**src/rtl/kah_pkg.sv**
```systemverilog
// shared constants and types for the keyboard/aux host port
package kah_pkg;

	// i/o port addresses
	localparam logic [7:0] DATA_ADDR   = 8'h60;
	localparam logic [7:0] CMDST_ADDR  = 8'h64;

	// configuration byte fields
	localparam int CFG_KBD_IEN  = 0;
	localparam int CFG_AUX_IEN  = 1;
	localparam int CFG_SYSFLAG  = 2;
	localparam int CFG_KBD_DIS  = 4;
	localparam int CFG_AUX_DIS  = 5;
	localparam int CFG_XLATE    = 6;
	localparam logic [7:0] CFG_RESET   = 8'h03;
	localparam logic [7:0] CFG_WMASK   = 8'h77;

	// status byte fields
	localparam int ST_OBF     = 0;
	localparam int ST_IBF     = 1;
	localparam int ST_SYSFLAG = 2;
	localparam int ST_CMDDAT  = 3;
	localparam int ST_AUXOBF  = 5;
	localparam int ST_PARERR  = 7;

	// controller commands
	localparam logic [7:0] CMD_RD_CFG  = 8'h20;
	localparam logic [7:0] CMD_WR_CFG  = 8'h60;
	localparam logic [7:0] CMD_AUX_DIS = 8'hA7;
	localparam logic [7:0] CMD_AUX_EN  = 8'hA8;
	localparam logic [7:0] CMD_SELFTST = 8'hAA;
	localparam logic [7:0] CMD_KBD_DIS = 8'hAD;
	localparam logic [7:0] CMD_KBD_EN  = 8'hAE;
	localparam logic [7:0] SELFTST_OK  = 8'h55;

	// one received character from a serial channel
	typedef struct packed {
		logic       valid;
		logic [7:0] data;
		logic       parity;
	} kah_char_t;

	typedef enum logic [0:0] {
		ST_IDLE = 1'b0,
		ST_PARM = 1'b1
	} kah_state_t;

endpackage : kah_pkg

```
**src/rtl/kah_port.sv**
```systemverilog
// host port of the keyboard/auxiliary device controller
`timescale 1ns/10ps
// Notes on behaviour
// - two independent serial channels, keyboard and auxiliary device.
// - each character is checked for odd parity before reaching host.
// - translate bit set in configuration converts keyboard scan codes.
// - each processed byte is readable as eight bits at port 60h.
// - interrupt on byte arrival, else byte held until polled.
// - reading port 64h returns the status byte.
// - writing port 64h is taken as a controller command.
// - translate set maps 12 set-2 codes to set 1, others unchanged, F0 is swallowed and sets bit 7 of the next code; cleared passes codes unchanged.
// - keyboard and auxiliary data each have their own interrupt enable.
// - port 60h writes go to keyboard unless a parameter is awaited.
module kah_port (
	// clock and reset
	input  wire logic               MCLK,
	input  wire logic               NRST,
	// host i/o bus
	input  wire logic [7:0]         ADDR,
	input  wire logic               RD,
	input  wire logic               WR,
	input  wire logic [7:0]         WDATA,
	output      logic [7:0]         RDATA,
	output      logic               IRQ_KBD,
	output      logic               IRQ_AUX,
	// deserialised characters from the two channels
	input  wire kah_pkg::kah_char_t KBD_CHAR,
	input  wire kah_pkg::kah_char_t AUX_CHAR,
	output      logic               KBD_ACCEPT,
	output      logic               AUX_ACCEPT,
	// bytes toward the keyboard, and channel inhibits
	output      logic [7:0]         KBD_TX_DATA,
	output      logic               KBD_TX_STB,
	output      logic               KBD_INHIBIT,
	output      logic               AUX_INHIBIT
);

	logic [7:0]          cfg_q, cfg_d;
	logic [7:0]          obuf_q, obuf_d;
	logic                obf_q, obf_d;
	logic                aux_q, aux_d;
	logic                perr_q, perr_d;
	logic                cmddat_q, cmddat_d;
	logic                irqk_q, irqk_d;
	logic                irqa_q, irqa_d;
	logic [7:0]          tx_q, tx_d;
	logic                txs_q, txs_d;
	kah_pkg::kah_state_t st_q, st_d;
	logic                f0_q, f0_d;

	logic                rd_data, wr_data, wr_cmd;
	logic                kbd_ok, aux_ok, kbd_perr, aux_perr;
	logic [7:0]          xl;
	logic [7:0]          status;

	assign rd_data = RD && (ADDR == kah_pkg::DATA_ADDR);
	assign wr_data = WR && (ADDR == kah_pkg::DATA_ADDR);
	assign wr_cmd  = WR && (ADDR == kah_pkg::CMDST_ADDR);

	// keyboard has priority; aux waits in its own deserialiser
	// a command write may load the buffer itself, so channels stall then
	assign kbd_ok = KBD_CHAR.valid && !obf_q && !wr_cmd
		&& !cfg_q[kah_pkg::CFG_KBD_DIS];
	assign aux_ok = AUX_CHAR.valid && !obf_q && !kbd_ok && !wr_cmd
		&& !cfg_q[kah_pkg::CFG_AUX_DIS];
	assign KBD_ACCEPT = kbd_ok;
	assign AUX_ACCEPT = aux_ok;
	// odd parity over data plus parity bit
	assign kbd_perr = ~^{KBD_CHAR.data, KBD_CHAR.parity};
	assign aux_perr = ~^{AUX_CHAR.data, AUX_CHAR.parity};

	// partial set-2 to set-1 map; break prefix sets bit 7
	always_comb
	begin
		case (KBD_CHAR.data)
			8'h1C:   xl = 8'h1E;
			8'h32:   xl = 8'h30;
			8'h21:   xl = 8'h2E;
			8'h23:   xl = 8'h20;
			8'h24:   xl = 8'h12;
			8'h5A:   xl = 8'h1C;
			8'h29:   xl = 8'h39;
			8'h76:   xl = 8'h01;
			8'h66:   xl = 8'h0E;
			8'h0D:   xl = 8'h0F;
			8'h12:   xl = 8'h2A;
			8'h14:   xl = 8'h1D;
			default: xl = KBD_CHAR.data;
		endcase
		if (f0_q)
			xl = xl | 8'h80;
	end

	always_comb
	begin
		status = 8'h00;
		status[kah_pkg::ST_OBF]     = obf_q;
		status[kah_pkg::ST_SYSFLAG] = cfg_q[kah_pkg::CFG_SYSFLAG];
		status[kah_pkg::ST_CMDDAT]  = cmddat_q;
		status[kah_pkg::ST_AUXOBF]  = obf_q && aux_q;
		status[kah_pkg::ST_PARERR]  = perr_q;
	end

	always_comb
	begin
		cfg_d    = cfg_q;
		obuf_d   = obuf_q;
		obf_d    = obf_q;
		aux_d    = aux_q;
		perr_d   = perr_q;
		cmddat_d = cmddat_q;
		irqk_d   = 1'b0;
		irqa_d   = 1'b0;
		tx_d     = tx_q;
		txs_d    = 1'b0;
		st_d     = st_q;
		f0_d     = f0_q;
		// data read frees the output buffer
		if (rd_data)
			obf_d = 1'b0;
		if (kbd_ok)
		begin
			// translate only when the config bit is set
			if (cfg_q[kah_pkg::CFG_XLATE] && KBD_CHAR.data == 8'hF0)
				f0_d = 1'b1;
			else
			begin
				f0_d   = 1'b0;
				obuf_d = cfg_q[kah_pkg::CFG_XLATE] ? xl : KBD_CHAR.data;
				obf_d  = 1'b1;
				aux_d  = 1'b0;
				perr_d = kbd_perr;
				irqk_d = cfg_q[kah_pkg::CFG_KBD_IEN];
			end
		end
		else if (aux_ok)
		begin
			obuf_d = AUX_CHAR.data;
			obf_d  = 1'b1;
			aux_d  = 1'b1;
			perr_d = aux_perr;
			irqa_d = cfg_q[kah_pkg::CFG_AUX_IEN];
		end
		if (wr_cmd)
		begin
			cmddat_d = 1'b1;
			st_d     = kah_pkg::ST_IDLE;
			case (WDATA)
				kah_pkg::CMD_RD_CFG:
				begin
					obuf_d = cfg_q;
					obf_d  = 1'b1;
					aux_d  = 1'b0;
				end
				kah_pkg::CMD_WR_CFG:  st_d = kah_pkg::ST_PARM;
				kah_pkg::CMD_AUX_DIS: cfg_d[kah_pkg::CFG_AUX_DIS] = 1'b1;
				kah_pkg::CMD_AUX_EN:  cfg_d[kah_pkg::CFG_AUX_DIS] = 1'b0;
				kah_pkg::CMD_KBD_DIS: cfg_d[kah_pkg::CFG_KBD_DIS] = 1'b1;
				kah_pkg::CMD_KBD_EN:  cfg_d[kah_pkg::CFG_KBD_DIS] = 1'b0;
				kah_pkg::CMD_SELFTST:
				begin
					obuf_d = kah_pkg::SELFTST_OK;
					obf_d  = 1'b1;
					aux_d  = 1'b0;
				end
				default: ;
			endcase
		end
		else if (wr_data)
		begin
			cmddat_d = 1'b0;
			case (st_q)
				kah_pkg::ST_PARM:
				begin
					cfg_d = WDATA & kah_pkg::CFG_WMASK;
					st_d  = kah_pkg::ST_IDLE;
				end
				default:
				begin
					tx_d  = WDATA;
					txs_d = 1'b1;
				end
			endcase
		end
	end

	always_ff @(posedge MCLK or negedge NRST)
	begin
		if (!NRST)
		begin
			cfg_q    <= kah_pkg::CFG_RESET;
			obuf_q   <= 8'h00;
			obf_q    <= 1'b0;
			aux_q    <= 1'b0;
			perr_q   <= 1'b0;
			cmddat_q <= 1'b0;
			irqk_q   <= 1'b0;
			irqa_q   <= 1'b0;
			tx_q     <= 8'h00;
			txs_q    <= 1'b0;
			st_q     <= kah_pkg::ST_IDLE;
			f0_q     <= 1'b0;
		end
		else
		begin
			cfg_q    <= cfg_d;
			obuf_q   <= obuf_d;
			obf_q    <= obf_d;
			aux_q    <= aux_d;
			perr_q   <= perr_d;
			cmddat_q <= cmddat_d;
			irqk_q   <= irqk_d;
			irqa_q   <= irqa_d;
			tx_q     <= tx_d;
			txs_q    <= txs_d;
			st_q     <= st_d;
			f0_q     <= f0_d;
		end
	end

	// status port returns the status byte, output buffer otherwise
	assign RDATA = (ADDR == kah_pkg::CMDST_ADDR) ? status : obuf_q;
	// one-cycle pulse; byte is held in obuf until read
	assign IRQ_KBD     = irqk_q;
	assign IRQ_AUX     = irqa_q;
	assign KBD_TX_DATA = tx_q;
	assign KBD_TX_STB  = txs_q;
	assign KBD_INHIBIT = cfg_q[kah_pkg::CFG_KBD_DIS];
	assign AUX_INHIBIT = cfg_q[kah_pkg::CFG_AUX_DIS];

	property p_rd_clear;
		@(posedge MCLK) disable iff (!NRST)
		(rd_data && !KBD_CHAR.valid && !AUX_CHAR.valid && !wr_cmd)
			|=> !obf_q;
	endproperty
	a_rd_clear: assert property (p_rd_clear)
		else $error("data read did not clear full flag");

	// a full buffer is never overwritten by channel data
	property p_hold;
		@(posedge MCLK) disable iff (!NRST)
		(obf_q && !rd_data && !wr_cmd) |=> $stable(obuf_q);
	endproperty
	a_hold: assert property (p_hold)
		else $error("held byte changed before read");

	property p_kirq;
		@(posedge MCLK) disable iff (!NRST)
		IRQ_KBD |-> $past(cfg_q[kah_pkg::CFG_KBD_IEN]) && obf_q;
	endproperty
	a_kirq: assert property (p_kirq)
		else $error("keyboard irq without enable");

	// data write forwards byte when idle
	property p_fwd;
		@(posedge MCLK) disable iff (!NRST)
		(wr_data && st_q == kah_pkg::ST_IDLE) |=>
			KBD_TX_STB && KBD_TX_DATA == $past(WDATA);
	endproperty
	a_fwd: assert property (p_fwd)
		else $error("data byte not forwarded");

	// aux interrupt only with its enable
	property p_airq;
		@(posedge MCLK) disable iff (!NRST)
		IRQ_AUX |-> $past(cfg_q[kah_pkg::CFG_AUX_IEN]) && obf_q && aux_q;
	endproperty
	a_airq: assert property (p_airq)
		else $error("aux irq without enable");

	// no character taken over a full buffer
	property p_refuse;
		@(posedge MCLK) disable iff (!NRST)
		obf_q |-> !KBD_ACCEPT && !AUX_ACCEPT;
	endproperty
	a_refuse: assert property (p_refuse)
		else $error("character accepted into full buffer");

	property p_cmd_local;
		@(posedge MCLK) disable iff (!NRST)
		wr_cmd |=> !KBD_TX_STB;
	endproperty
	a_cmd_local: assert property (p_cmd_local)
		else $error("command byte forwarded to keyboard");

endmodule : kah_port

```
**config.mk**
```make
export PLATFORM = sky130hd
export DESIGN_NAME = kah_port
export DESIGN_NICKNAME = d
export VERILOG_FILES = /design/src/rtl/kah_pkg.sv /design/src/rtl/kah_port.sv
export SDC_FILE = /design/constraint.sdc
export NUM_CORES = 1
export LEC_CHECK = 0
export BUFFER_PORTS_ARGS = -buffer_cell sky130_fd_sc_hd__buf_2
export CAP_MARGIN = 20
export CELL_PAD_IN_SITES_DETAIL_PLACEMENT = 1
export CELL_PAD_IN_SITES_GLOBAL_PLACEMENT = 1
export CORE_ASPECT_RATIO = 1.4
export CORE_MARGIN = 2
export CORE_UTILIZATION = 36
export CTS_CLUSTER_SIZE = 40
export DETAILED_ROUTE_END_ITERATION = 8
export PLACE_DENSITY_LB_ADDON = 0.3
export SLEW_MARGIN = 30
export SYNTH_ARGS = -nofsm -noshare
export SYNTH_HDL_FRONTEND = slang
export SYNTH_SLANG_ARGS = --single-unit
```
**constraint.sdc**
```tcl
create_clock -name MCLK -period 1.97 [get_ports MCLK]
set_input_delay 0.2955 -clock MCLK [delete_from_list [all_inputs] [get_ports MCLK]]
set_output_delay 0.2955 -clock MCLK [all_outputs]
set_load 0.01 [all_outputs]
```
-- Yosys cells after proc, flatten, opt, wreduce, memory -nomap -nowiden
Index checks and enable logic that the tools add are counted.
- bitwise operators: 2
- equal/unequal tests: 25
- reductions and logical operators: 28
- mux-type cells: 40
- operators by type and width (kind ; count):
    $pmux 8 s12 ; 1
    $mux 8 ; 7
    $eq 8x6->1 const B ; 6
    $eq 8x7->1 const B ; 6
    $eq 8x8->1 const B ; 6
    $mux 1 ; 26
    $eq 8x5->1 const B ; 3
    $reduce_xnor 9->1 ; 2
    $pmux 8 s2 ; 1
    $logic_and 1x1->1 ; 12
    $mux 6 ; 2
    $reduce_and 3->1 ; 4
    $eq 8x4->1 const B ; 1
    $ne 3x1->1 const B ; 2
    $reduce_bool 2->1 ; 3
    $logic_not 1->1 ; 5
    $pmux 1 s2 ; 2
    $mux 2 ; 1
    $ne 2x2->1 const B ; 1
    $not 1->1 ; 2
    $reduce_and 2->1 ; 1
    $reduce_or 2->1 ; 1
- register bits: 31
- input port bits: 40
- word-level logic and storage cells: 109
- output and inout port bits: 23

-- Longest topological paths before layout
Gate-level depths: netlist of run 1.
- word-level depth: 13
- mapped depth: 8
- mapped depth without buffers: 6

-- Worst setup path before layout of run 1
No wires, ideal clock.
- path type: input -> register
- start: in KBD_CHAR[6] in the netlist's numbering
- end: reg obuf_q[1]
- setup time: 0.126 ns
- stages: 7
- data arrival time: 2.208 ns
- required time: 1.844 ns
- path slack: -0.364 ns
- buffers on the path: 1
- path through: buf_2 nor2b_1 a22oi_1 o21ai_0 o41ai_2 mux2_2 a221o_1
- longest elaborated chain between the ends: 8
- elaborated cells between the ends (all ways): 21
- classes of those cells: eq/ne (13); mux (7); reduce/logical (1)
- ends and longest elaborated chain (element ; RTL line ; RTL):
    from (decl) ; kah_port.sv:27 ; input wire kah_pkg::kah_char_t KBD_CHAR,
    $eq 8x5->1, or another cell as far along ; kah_port.sv:75 ; case (KBD_CHAR.data)
    $pmux 8 s12 ; kah_port.sv:75 ;
    $mux 8 ; kah_port.sv:90 ; if (f0_q)
    $mux 8 ; kah_port.sv:129 ; obuf_d = cfg_q[kah_pkg::CFG_XLATE] ? xl : KBD_CHAR.data;
    $mux 8 (*) ; kah_port.sv:124 ; if (cfg_q[kah_pkg::CFG_XLATE] && KBD_CHAR.data == 8'hF0)
    $mux 8 (*) ; kah_port.sv:121 ; if (kbd_ok)
    $pmux 8 s2 ; kah_port.sv:148 ; case (WDATA)
    $mux 8 (*) ; kah_port.sv:144 ; if (wr_cmd)
    named net obuf_d[1] ; kah_port.sv:39 ; logic [7:0] obuf_q, obuf_d;
    to (signal assigned) ; kah_port.sv:207 ; obuf_q <= obuf_d;
    to (decl) ; kah_port.sv:39 ;
The timed path passes the listed nets; every way through them passes the cells marked *.
A chain may end at the register's enable or synchronous reset.

-- Final worst setup path of run 1
- start: in ADDR[3]
- end: out RDATA[2]
- longest elaborated chain between the ends: 2
- ends and longest elaborated chain (element ; RTL line ; RTL):
    from (decl) ; kah_port.sv:19 ; input wire logic [7:0] ADDR,
    $eq 8x7->1 ; kah_port.sv:222 ; assign RDATA = (ADDR == kah_pkg::CMDST_ADDR) ? status : obuf_q;
    $mux 8 ; kah_port.sv:222 ;
    to (decl) ; kah_port.sv:23 ; output logic [7:0] RDATA,
Every way passes these cells.

==> flow_metrics.py, run 1 <==
metrics = {
    "outcome": {
        "status": "finished, violations left",
        "violations": "negative setup slack",
    },
    "power": {
        "vdd_drop_max_mv": 0.5249,
        "p_switching_uw": 753.8,
        "powerDensity_nw_per_um2": 701.9,
        "pwr-share-comb": 0.381,
        "p_int_uw": 1653,
        "leakage_uw": 0.001674,
        "swShare": 0.3131,
        "p_clk_frac": 0.279,
        "share_seq_of_total_power": 0.341,
    },
    "sta": {
        "slew_violations": 0,
        "fin_ws_ns": -0.2064,
        "slew_headroom": 0.5131,
        "period_share": 1.105,
        "min_period_ns": 2.176,
        "hold_viol": 0,
        "max_freq_ghz": 0.4595,
        "whs_ns": 0.05196,
        "rsz0062_at_grt": "yes",
        "setup_viol": 21,
        "worstMarginPinSlew_ns": 0.7304,
        "clock_skew_ns": 0.006618,
    },
    "logic_synthesis": {
        "synthesis.nets": 282,
        "yosys_warnings": 0,
        "synth-main-ff-cell": "dfrtp_1",
        "synth_largest_area_cell": "dfrtp_1",
        "yosysSeqAreaShare": 0.3419,
        "synth_top_area_share": 0.3189,
        "ys_types": 61,
        "synth_cells": 242,
        "ys_ff_latch": 31,
        "async_reset_ff_frac": 1.000,
        "synth-edff-count": 0,
        "synth.area.top_cells": "dfrtp_1 (32%), mux2_2 (8.4%), xnor2_1 (4.6%)",
        "syn_area_um2": 2276,
        "avgSynthCellArea_um2": 9.405,
    },
    "flow_run": {
        "max-cap-violations": 0,
    },
    "critical_path": {
        "worst_setup_path_end_kind": "output pin",
        "worst_path_largest_cell_delay_ns": 0.54,
        "crit_top_cell": "buf_6",
        "cp_slowest_cell": "or4b_4",
        "worst_setup_path_start_kind": "input pin",
        "startpoint": "ADDR[3]",
        "path_cells": "buf_6, or4b_4, or3_4, buf_6, mux2_2, buf_6",
        "rr_startpoint": "cfg_q[4]",
        "cp_top_family": "simple AND/OR/NAND/NOR gates",
        "critPathBufInv": 3,
        "critPathKind": "input pin to output pin",
        "cp_max_fo": 5,
        "arrival_ns": 1.88,
        "crit_required_ns": 1.67,
    },
    "place": {
        "post-place-ws_ns": -0.3329,
        "gp_congestion": 0.8586,
        "post-dp-hpwl_um": 6371,
        "numPortBuffers": 62,
    },
    "floorplanning": {
        "dieArea_um2": 6983,
        "rows": 34,
        "die_x_um": 71.20,
        "design.core.area_um2": 6168,
        "die_y_um": 98.08,
        "initial_utilization": 0.3690,
        "boundaryPins": 63,
    },
    "clock_network": {
        "insertion_delay_ns": 0.30,
        "clkSlewWorstSetupHoldPaths_ns": 0.07,
        "cts_tree": "done",
        "htree_levels": 2,
        "cts_made_buffers": 5,
        "cts.sinks": 31,
        "cts_hold_buf": 0,
        "clockBufferDepth": 2,
        "cts_root_buffer": "clkbuf_8",
    },
    "grt": {
        "grt_max_degree": 32,
        "gr-usage-all-layers": 0.2525,
        "grt_pass1_vias": 2718,
        "grt.overflow.total": 0,
        "grt_pass1_wl_um": 13820,
        "grt_antenna_before_repair": 0,
    },
    "final_layout": {
        "drive_gt1_frac": 0.5150,
        "antenna_cells": 0,
        "nets": 406,
        "syn_to_final_growth_pct": 50.69,
    },
    "detailed_routing": {
        "ant_nets": 0,
        "wire_per_inst_um": 19.39,
        "drtIter0Drc": 59,
        "drc": 0,
        "via_count": 2507,
        "wirelength_um": 8513,
        "firstDrtPassIters": 5,
        "viasPerCell": 5.711,
    },
    "hold_path": {
        "holdCritPathClass": "input pin to asynchronous set/reset pin",
    },
}
[worst paths after layout]
path / to / slack, ns / cells after the start
max: RDATA[2] / -0.21 / 6
min: cmddat_q / 0.05 / 1
max reg2reg: obuf_q[5] / -0.04 / 8
min reg2reg: cmddat_q / 0.48 / 2
max in group asynchronous: KBD_TX_STB / 1.45 / 1
min in group MCLK: obuf_q[7] / 0.26 / 3
[metal layers]
metal	vias to the layer above	global-route usage	routed length (um)
li1	1152	-	-
met1	1234	0.2592	3083
met2	90	0.4829	4763
met3	31	0.03509	304
met4	0	0.1234	361
met5	-	0	0
[worst reg2reg max path: stages (launching register included)]
cell	delay, ns
dfrtp_1	0.38
buf_4	0.15
nor3b_1	0.23
o31ai_2	0.10
buf_4	0.15
nor2b_1	0.38
a2bb2oi_1	0.26
o2bb2ai_1	0.10
a21o_1	0.15
[power by group through the flow]
| stage | Sequential, uW | Combinational [uW] | Clock (uW) |
|---|---|---|---|
| 6_report | 820 | 916 | 671 |
| 4_1_cts | 811 | 904 | 693 |
| 3_5_place_dp | 817 | 778 | 0 |
| 5_1_grt | 830 | 982 | 705 |
| 2_1_floorplan | 804 | 453 | 0 |
| 3_3_place_gp | 813 | 753 | 0 |
[per-stage QoR]
step | power, uW | setup TNS [ns] | util | cell area, um2 | instances
CTS | 2408 | -2.392 | 0.5432 | 3351 | 434
detailed placement | 1595 | -6.233 | 0.5020 | 3097 | 422
finish | 2407 | -2.311 | 0.5560 | 3430 | 439
global placement | 1565 | -5.194 | 0.5020 | 3097 | 422
floorplan | 1257 | -1.735 | - | 2310 | 242
global route | 2517 | -2.994 | 0.5560 | 3430 | 439
[layout by cell type, fill, tap and decap left out, types with 3 or more instances in the layout]
| cell type | n |
|---|---|
| buf_4 | 67 |
| buf_2 | 54 |
| dfrtp_1 | 29 |
| nand2_1 | 17 |
| mux2_2 | 17 |
| xnor2_1 | 12 |
| buf_6 | 12 |
| inv_1 | 9 |
| a21oi_1 | 9 |
| nor2b_1 | 8 |
| nand3_1 | 8 |
| o21ai_0 | 8 |
| nor2_1 | 7 |
| clkbuf_8 | 6 |
| xor2_1 | 5 |
| nand2b_1 | 4 |
| nand3b_1 | 4 |
| nor3b_1 | 4 |
| nor4_1 | 4 |
| mux2i_1 | 4 |
| and2_4 | 3 |
| nor4b_1 | 3 |
| and3_1 | 3 |
| a31o_2 | 3 |
| nor4bb_1 | 3 |
| nand4b_1 | 3 |
| a221o_1 | 3 |
[what timing repair did]
item | 4_1_cts | 5_1_grt
cloned | 1 | 1
pin swaps | 5 | 4
endpoints found under the hold margin | 0 | 0
setup endpoints to repair | 14 | 22
buffers inserted | 3 | 5
gates resized for setup | 24 | 10
[layout make-up]
type,count,area (um2)
clock inverters,2,35.03
well taps,72,90.09
inverters,9,33.78
fillers,722,2739
flip-flops and latches,31,778.2
clock buffers,6,82.58
repair buffers,133,908.4
multi-input cells,186,1501
[logic make-up (layout without fill, tap and decap cells)]
family | count (synthesis) | in the layout | synth area share
AO/OA/AOI/OAI | 58 | 58 | 0.1924
XOR/XNOR | 17 | 17 | 0.06542
buffers and inverters | 25 | 150 | 0.04838
flip-flops | 31 | 31 | 0.3419
multiplexers | 21 | 21 | 0.1017
AND/OR/NAND/NOR | 90 | 90 | 0.2501
[Yosys cell counts (4+ instances only)]
master,n
buf_2,7
nor4_1,4
mux2_2,17
inv_1,9
nand3b_1,4
and3_1,4
xor2_1,5
o21ai_0,10
and2_1,5
nand2_1,18
clkbuf_1,7
nor3b_1,4
nor2b_1,8
nor2_1,7
dfrtp_1,29
nor3_1,4
nand2b_1,4
mux2i_1,4
o31ai_1,4
a21oi_1,10
xnor2_1,12
nand3_1,8
(Power assumes the default switching activity.)
==> inputs of run 2 (changes only) <==
CORE_UTILIZATION = 44   (was 36)
CTS_BUF_LIST = sky130_fd_sc_hd__clkbuf_2 sky130_fd_sc_hd__clkbuf_4 sky130_fd_sc_hd__clkbuf_8   (was not set)
clock period = 2.6 ns   (was 1.97 ns; I/O delays follow)
==> flow_metrics.py, run 2 (synthesis results as in run 1) <==
metrics = {
    "outcome": {
        "status": "completed",
    },
    "grt": {
        "globalRouteMet1Util": 0.2772,
        "grt_pass1_wl_um": 11610,
        "grt_pass1_vias": 2408,
        "grt_max_degree": 32,
        "gr-usage-met3": 0.02897,
        "grt-busiest-layer": "met2",
        "gr-usage-all-layers": 0.2609,
        "grt.overflow.total": 0,
        "met2_usage": 0.5211,
        "grt_antenna_before_repair": 0,
    },
    "final_layout": {
        "drive_gt1_frac": 0.3834,
        "layout_common_cells": "buf_2 (62), dfrtp_1 (29), nand2_1 (18)",
        "syn_to_final_growth_pct": 24.30,
        "antenna_cells": 0,
        "final_util": 0.5568,
        "nets": 352,
        "final_common_cell": "buf_2",
    },
    "detailed_routing": {
        "wire_per_inst_um": 18.50,
        "drtIter0Drc": 124,
        "ant_nets": 0,
        "wirelength_um": 7012,
        "drc": 0,
        "via_count": 2215,
        "firstDrtPassIters": 4,
        "viasPerCell": 5.844,
    },
    "clock_network": {
        "clockBufferDepth": 2,
        "insertion_delay_ns": 0.28,
        "clkSlewWorstSetupHoldPaths_ns": 0.06,
        "post-cts-setup-buffer-count": 0,
        "cts.sinks": 31,
        "cts_hold_buf": 0,
        "cts_root_buffer": "clkbuf_8",
        "cts_made_buffers": 5,
        "htree_levels": 2,
        "cts_tree": "done",
        "cts_resized": 0,
    },
    "place": {
        "numPortBuffers": 62,
        "gp_congestion": 0.9047,
        "post-dp-hpwl_um": 5551,
        "post-place-ws_ns": 0.07919,
    },
    "floorplanning": {
        "initial_utilization": 0.4479,
        "design.core.area_um2": 5081,
        "dieArea_um2": 5772,
        "die_y_um": 89.10,
        "boundaryPins": 63,
        "rows": 31,
        "die_x_um": 64.79,
    },
    "critical_path": {
        "path_cells": "buf_2, or4b_4, or3_1, mux2_2, buf_2",
        "worst_setup_path_start_kind": "input pin",
        "cp_slowest_cell": "or4b_4",
        "rr_startpoint": "cfg_q[4]",
        "critPathKind": "input pin to output pin",
        "reg2reg_depth": 6,
        "worst_setup_path_end_kind": "output pin",
        "critPathBufInv": 2,
        "cp_top_family": "simple AND/OR/NAND/NOR gates",
        "worst_path_largest_cell_delay_ns": 0.56,
        "crit_required_ns": 2.21,
        "cp_max_fo": 9,
        "crit_top_cell": "buf_2",
        "r2r_slack_ns": 0.58,
        "arrival_ns": 2.09,
        "r2r-end": "obuf_q[6]",
    },
    "power": {
        "power_uw": 1572,
        "p_int_uw": 1077,
        "p_switching_uw": 495.6,
        "powerDensity_nw_per_um2": 555.7,
        "vdd_drop_max_mv": 0.4418,
        "pwr-share-comb": 0.335,
        "leakage_uw": 0.001365,
        "p_clk_frac": 0.271,
        "swShare": 0.3152,
        "share_seq_of_total_power": 0.394,
    },
    "sta": {
        "whs_ns": 0.1673,
        "hold_viol": 0,
        "max_freq_ghz": 0.4024,
        "min_period_ns": 2.485,
        "worstMarginPinSlew_ns": 0.7329,
        "setup_viol": 0,
        "slew_violations": 0,
        "setup_tns_ns": 0,
        "period_share": 0.9557,
        "rsz0062_at_grt": "no",
        "slew_headroom": 0.5114,
        "fin_ws_ns": 0.1151,
        "clock_skew_ns": 0.002461,
    },
    "hold_path": {
        "holdCritPathClass": "input pin to asynchronous set/reset pin",
    },
    "flow_run": {
        "max-cap-violations": 0,
    },
}
run 2: cell count changes in the layout (fill, tap and decap cells not counted), sizes merged:
| cell | before | now |
|---|---|---|
| buf | 133 | 79 |
| clkbuf | 6 | 8 |
| bufinv | 1 | 0 |
| clkinv | 1 | 0 |
run 2: layout make-up:
type                       count  area [um2]
fill                         625        2252
multi-input combinational    186        1393
sequential                    31       778.2
timing repair buffer          79       437.9
clock buffer                   8       103.9
tap                           66       82.58
inverter                       9       33.78
run 2: metal layers:
layer,vias up,wire [um]
met4,0,130
met1,1106,2705
li1,1042,-
met2,56,3978
met5,-,0
met3,11,198
run 2: worst max path at each step:
stage | startpoint | slack (ns) | endpoint | depth (start not counted)
after global placement | ADDR[3] | 0.13 | RDATA[0] | 5
after floorplan | KBD_CHAR[6] | 0.17 | obuf_q[1] | 7
after CTS | cfg_q[4] | 0.09 | AUX_ACCEPT | 4
after detailed placement | ADDR[3] | 0.08 | obuf_q[1] | 6
final | ADDR[3] | 0.12 | RDATA[0] | 5
after global routing | ADDR[3] | 0.08 | RDATA[0] | 5
run 2: power groups by stage:
stage	logic [uW]	registers [uW]	clock network, uW
after floorplan	342	609	0
after global placement	505	620	0
after detailed placement	523	626	0
after CTS	527	618	437
after global routing	581	626	458
final	526	620	426
run 2: worst register-to-register path, stage by stage (launching register included):
cell      delay [ns]
dfrtp_1         0.45
nand2b_1        0.21
a31o_2          0.23
a211o_1         0.43
a221o_1         0.34
a31oi_1         0.20
a21oi_2         0.05
run 2: through the flow:
step | area, um2 | instances
floorplan | 2276 | 242
global placement | 2720 | 371
detailed placement | 2720 | 371
CTS | 2824 | 379
global route | 2829 | 379
finish | 2829 | 379
==> inputs of run 3 (changes only) <==
CORE_UTILIZATION = 40   (was 44)
==> flow_metrics.py, run 3 (synthesis results as in run 1) <==
metrics = {
    "critical_path": {
        "crit_top_cell": "buf_2",
        "path_cells": "buf_2, or4b_4, or3_1, mux2_2, buf_2",
        "cp_slowest_cell": "or4b_4",
        "cp_max_fo": 9,
        "arrival_ns": 2.08,
        "cp_top_family": "simple AND/OR/NAND/NOR gates",
        "crit_required_ns": 2.21,
        "worst_path_largest_cell_delay_ns": 0.56,
        "worst_setup_path_start_kind": "input pin",
        "critPathKind": "input pin to output pin",
        "critPathBufInv": 2,
        "worst_setup_path_end_kind": "output pin",
    },
    "power": {
        "leakage_uw": 0.001370,
        "power_uw": 1576,
        "powerDensity_nw_per_um2": 555.1,
        "vdd_drop_max_mv": 0.4160,
    },
    "floorplanning": {
        "design.core.area_um2": 5485,
        "initial_utilization": 0.4149,
        "die_y_um": 93.25,
        "rows": 32,
        "dieArea_um2": 6318,
        "boundaryPins": 63,
        "die_x_um": 67.75,
    },
    "sta": {
        "fin_ws_ns": 0.1335,
        "min_period_ns": 2.466,
        "max_freq_ghz": 0.4054,
        "setup_tns_ns": 0,
        "clock_skew_ns": 0.004708,
        "hold_viol": 0,
        "period_share": 0.9486,
        "slew_headroom": 0.5166,
        "setup_viol": 0,
        "worstMarginPinSlew_ns": 0.7252,
        "slew_violations": 0,
        "rsz0062_at_grt": "no",
    },
    "detailed_routing": {
        "wire_per_inst_um": 18.37,
        "firstDrtPassIters": 4,
        "drtIter0Drc": 102,
        "ant_nets": 0,
        "wirelength_um": 7019,
        "via_count": 2227,
        "drc": 0,
        "viasPerCell": 5.830,
    },
    "clock_network": {
        "cts_tree": "done",
        "insertion_delay_ns": 0.29,
        "cts_made_buffers": 5,
        "htree_levels": 2,
        "clockBufferDepth": 2,
        "cts_root_buffer": "clkbuf_8",
        "post-cts-setup-buffer-count": 0,
        "cts.sinks": 31,
        "clkSlewWorstSetupHoldPaths_ns": 0.06,
        "cts_hold_buf": 0,
        "cts_resized": 0,
    },
    "final_layout": {
        "final_util": 0.5176,
        "nets": 353,
        "final_common_cell": "buf_2",
        "syn_to_final_growth_pct": 24.74,
        "drive_gt1_frac": 0.3854,
        "antenna_cells": 0,
        "fin_cells": 382,
        "layout_common_cells": "buf_2 (62), dfrtp_1 (29), nand2_1 (18), buf_4 (18), mux2_2 (17)",
        "fillers": 664,
    },
    "grt": {
        "gr-usage-all-layers": 0.2423,
        "grt_pass1_vias": 2405,
        "grt_max_degree": 32,
        "grt.overflow.total": 0,
        "grt_pass1_wl_um": 11560,
        "grt_antenna_before_repair": 0,
    },
    "place": {
        "post-place-ws_ns": 0.1216,
        "gp_congestion": 0.8505,
        "numPortBuffers": 62,
        "post-dp-hpwl_um": 5608,
        "dpl.cell_count": 374,
    },
    "hold_path": {
        "holdCritPathClass": "input pin to asynchronous set/reset pin",
    },
    "flow_run": {
        "max-cap-violations": 0,
    },
    "outcome": {
        "status": "completed",
    },
}
[run 3: changes by cell type in the layout (fill, tap and decap cells not counted), sizes merged]
cell / previous run / this run
buf: 79 / 80
[run 3: worst paths after layout]
path,depth (start not counted),to,from,slack [ns]
hold reg to reg,2,cmddat_q,cmddat_q,0.49
hold / removal,1,cmddat_q,NRST,0.16
setup reg to reg,7,obuf_q[5],obf_q,0.60
setup / recovery,5,RDATA[7],ADDR[3],0.13
max in group asynchronous,1,KBD_TX_DATA[2],NRST,1.97
min in group MCLK,3,obuf_q[7],AUX_CHAR[8],0.38
[run 3: per-layer routing]
metal | vias up | GRT usage | part of all wire
met5 | - | 0 | 0
met4 | 0 | 0.07313 | 0.018
met3 | 11 | 0.03851 | 0.042
met2 | 63 | 0.4575 | 0.56
met1 | 1105 | 0.2659 | 0.37
li1 | 1048 | - | -
[run 3: power by group]
part           internal [uW]  leakage (uW)  switching, uW
Sequential               564      0.000402           54.0
Clock                    252     0.0000549            179
Combinational            263      0.000913            263
Total                   1080       0.00137            497
[run 3: area by class of cell]
class                           instances  area [um2]  area share
Timing Repair Buffer                   80       445.4      0.1569
Multi-Input combinational cell        186        1393      0.4905
Clock buffer                            8       103.9     0.03658
Inverter                                9       33.78     0.01190
Sequential cell                        31       778.2      0.2741
Tap cell                               68       85.08     0.02997
[run 3: stage by stage]
stage                     cell area (um2)  hold WS, ns
after floorplan                      2276      0.09441
after global placement               2730       0.4654
after detailed placement             2735       0.4809
after CTS                            2839       0.1764
after global routing                 2839       0.1993
final                                2839       0.1594
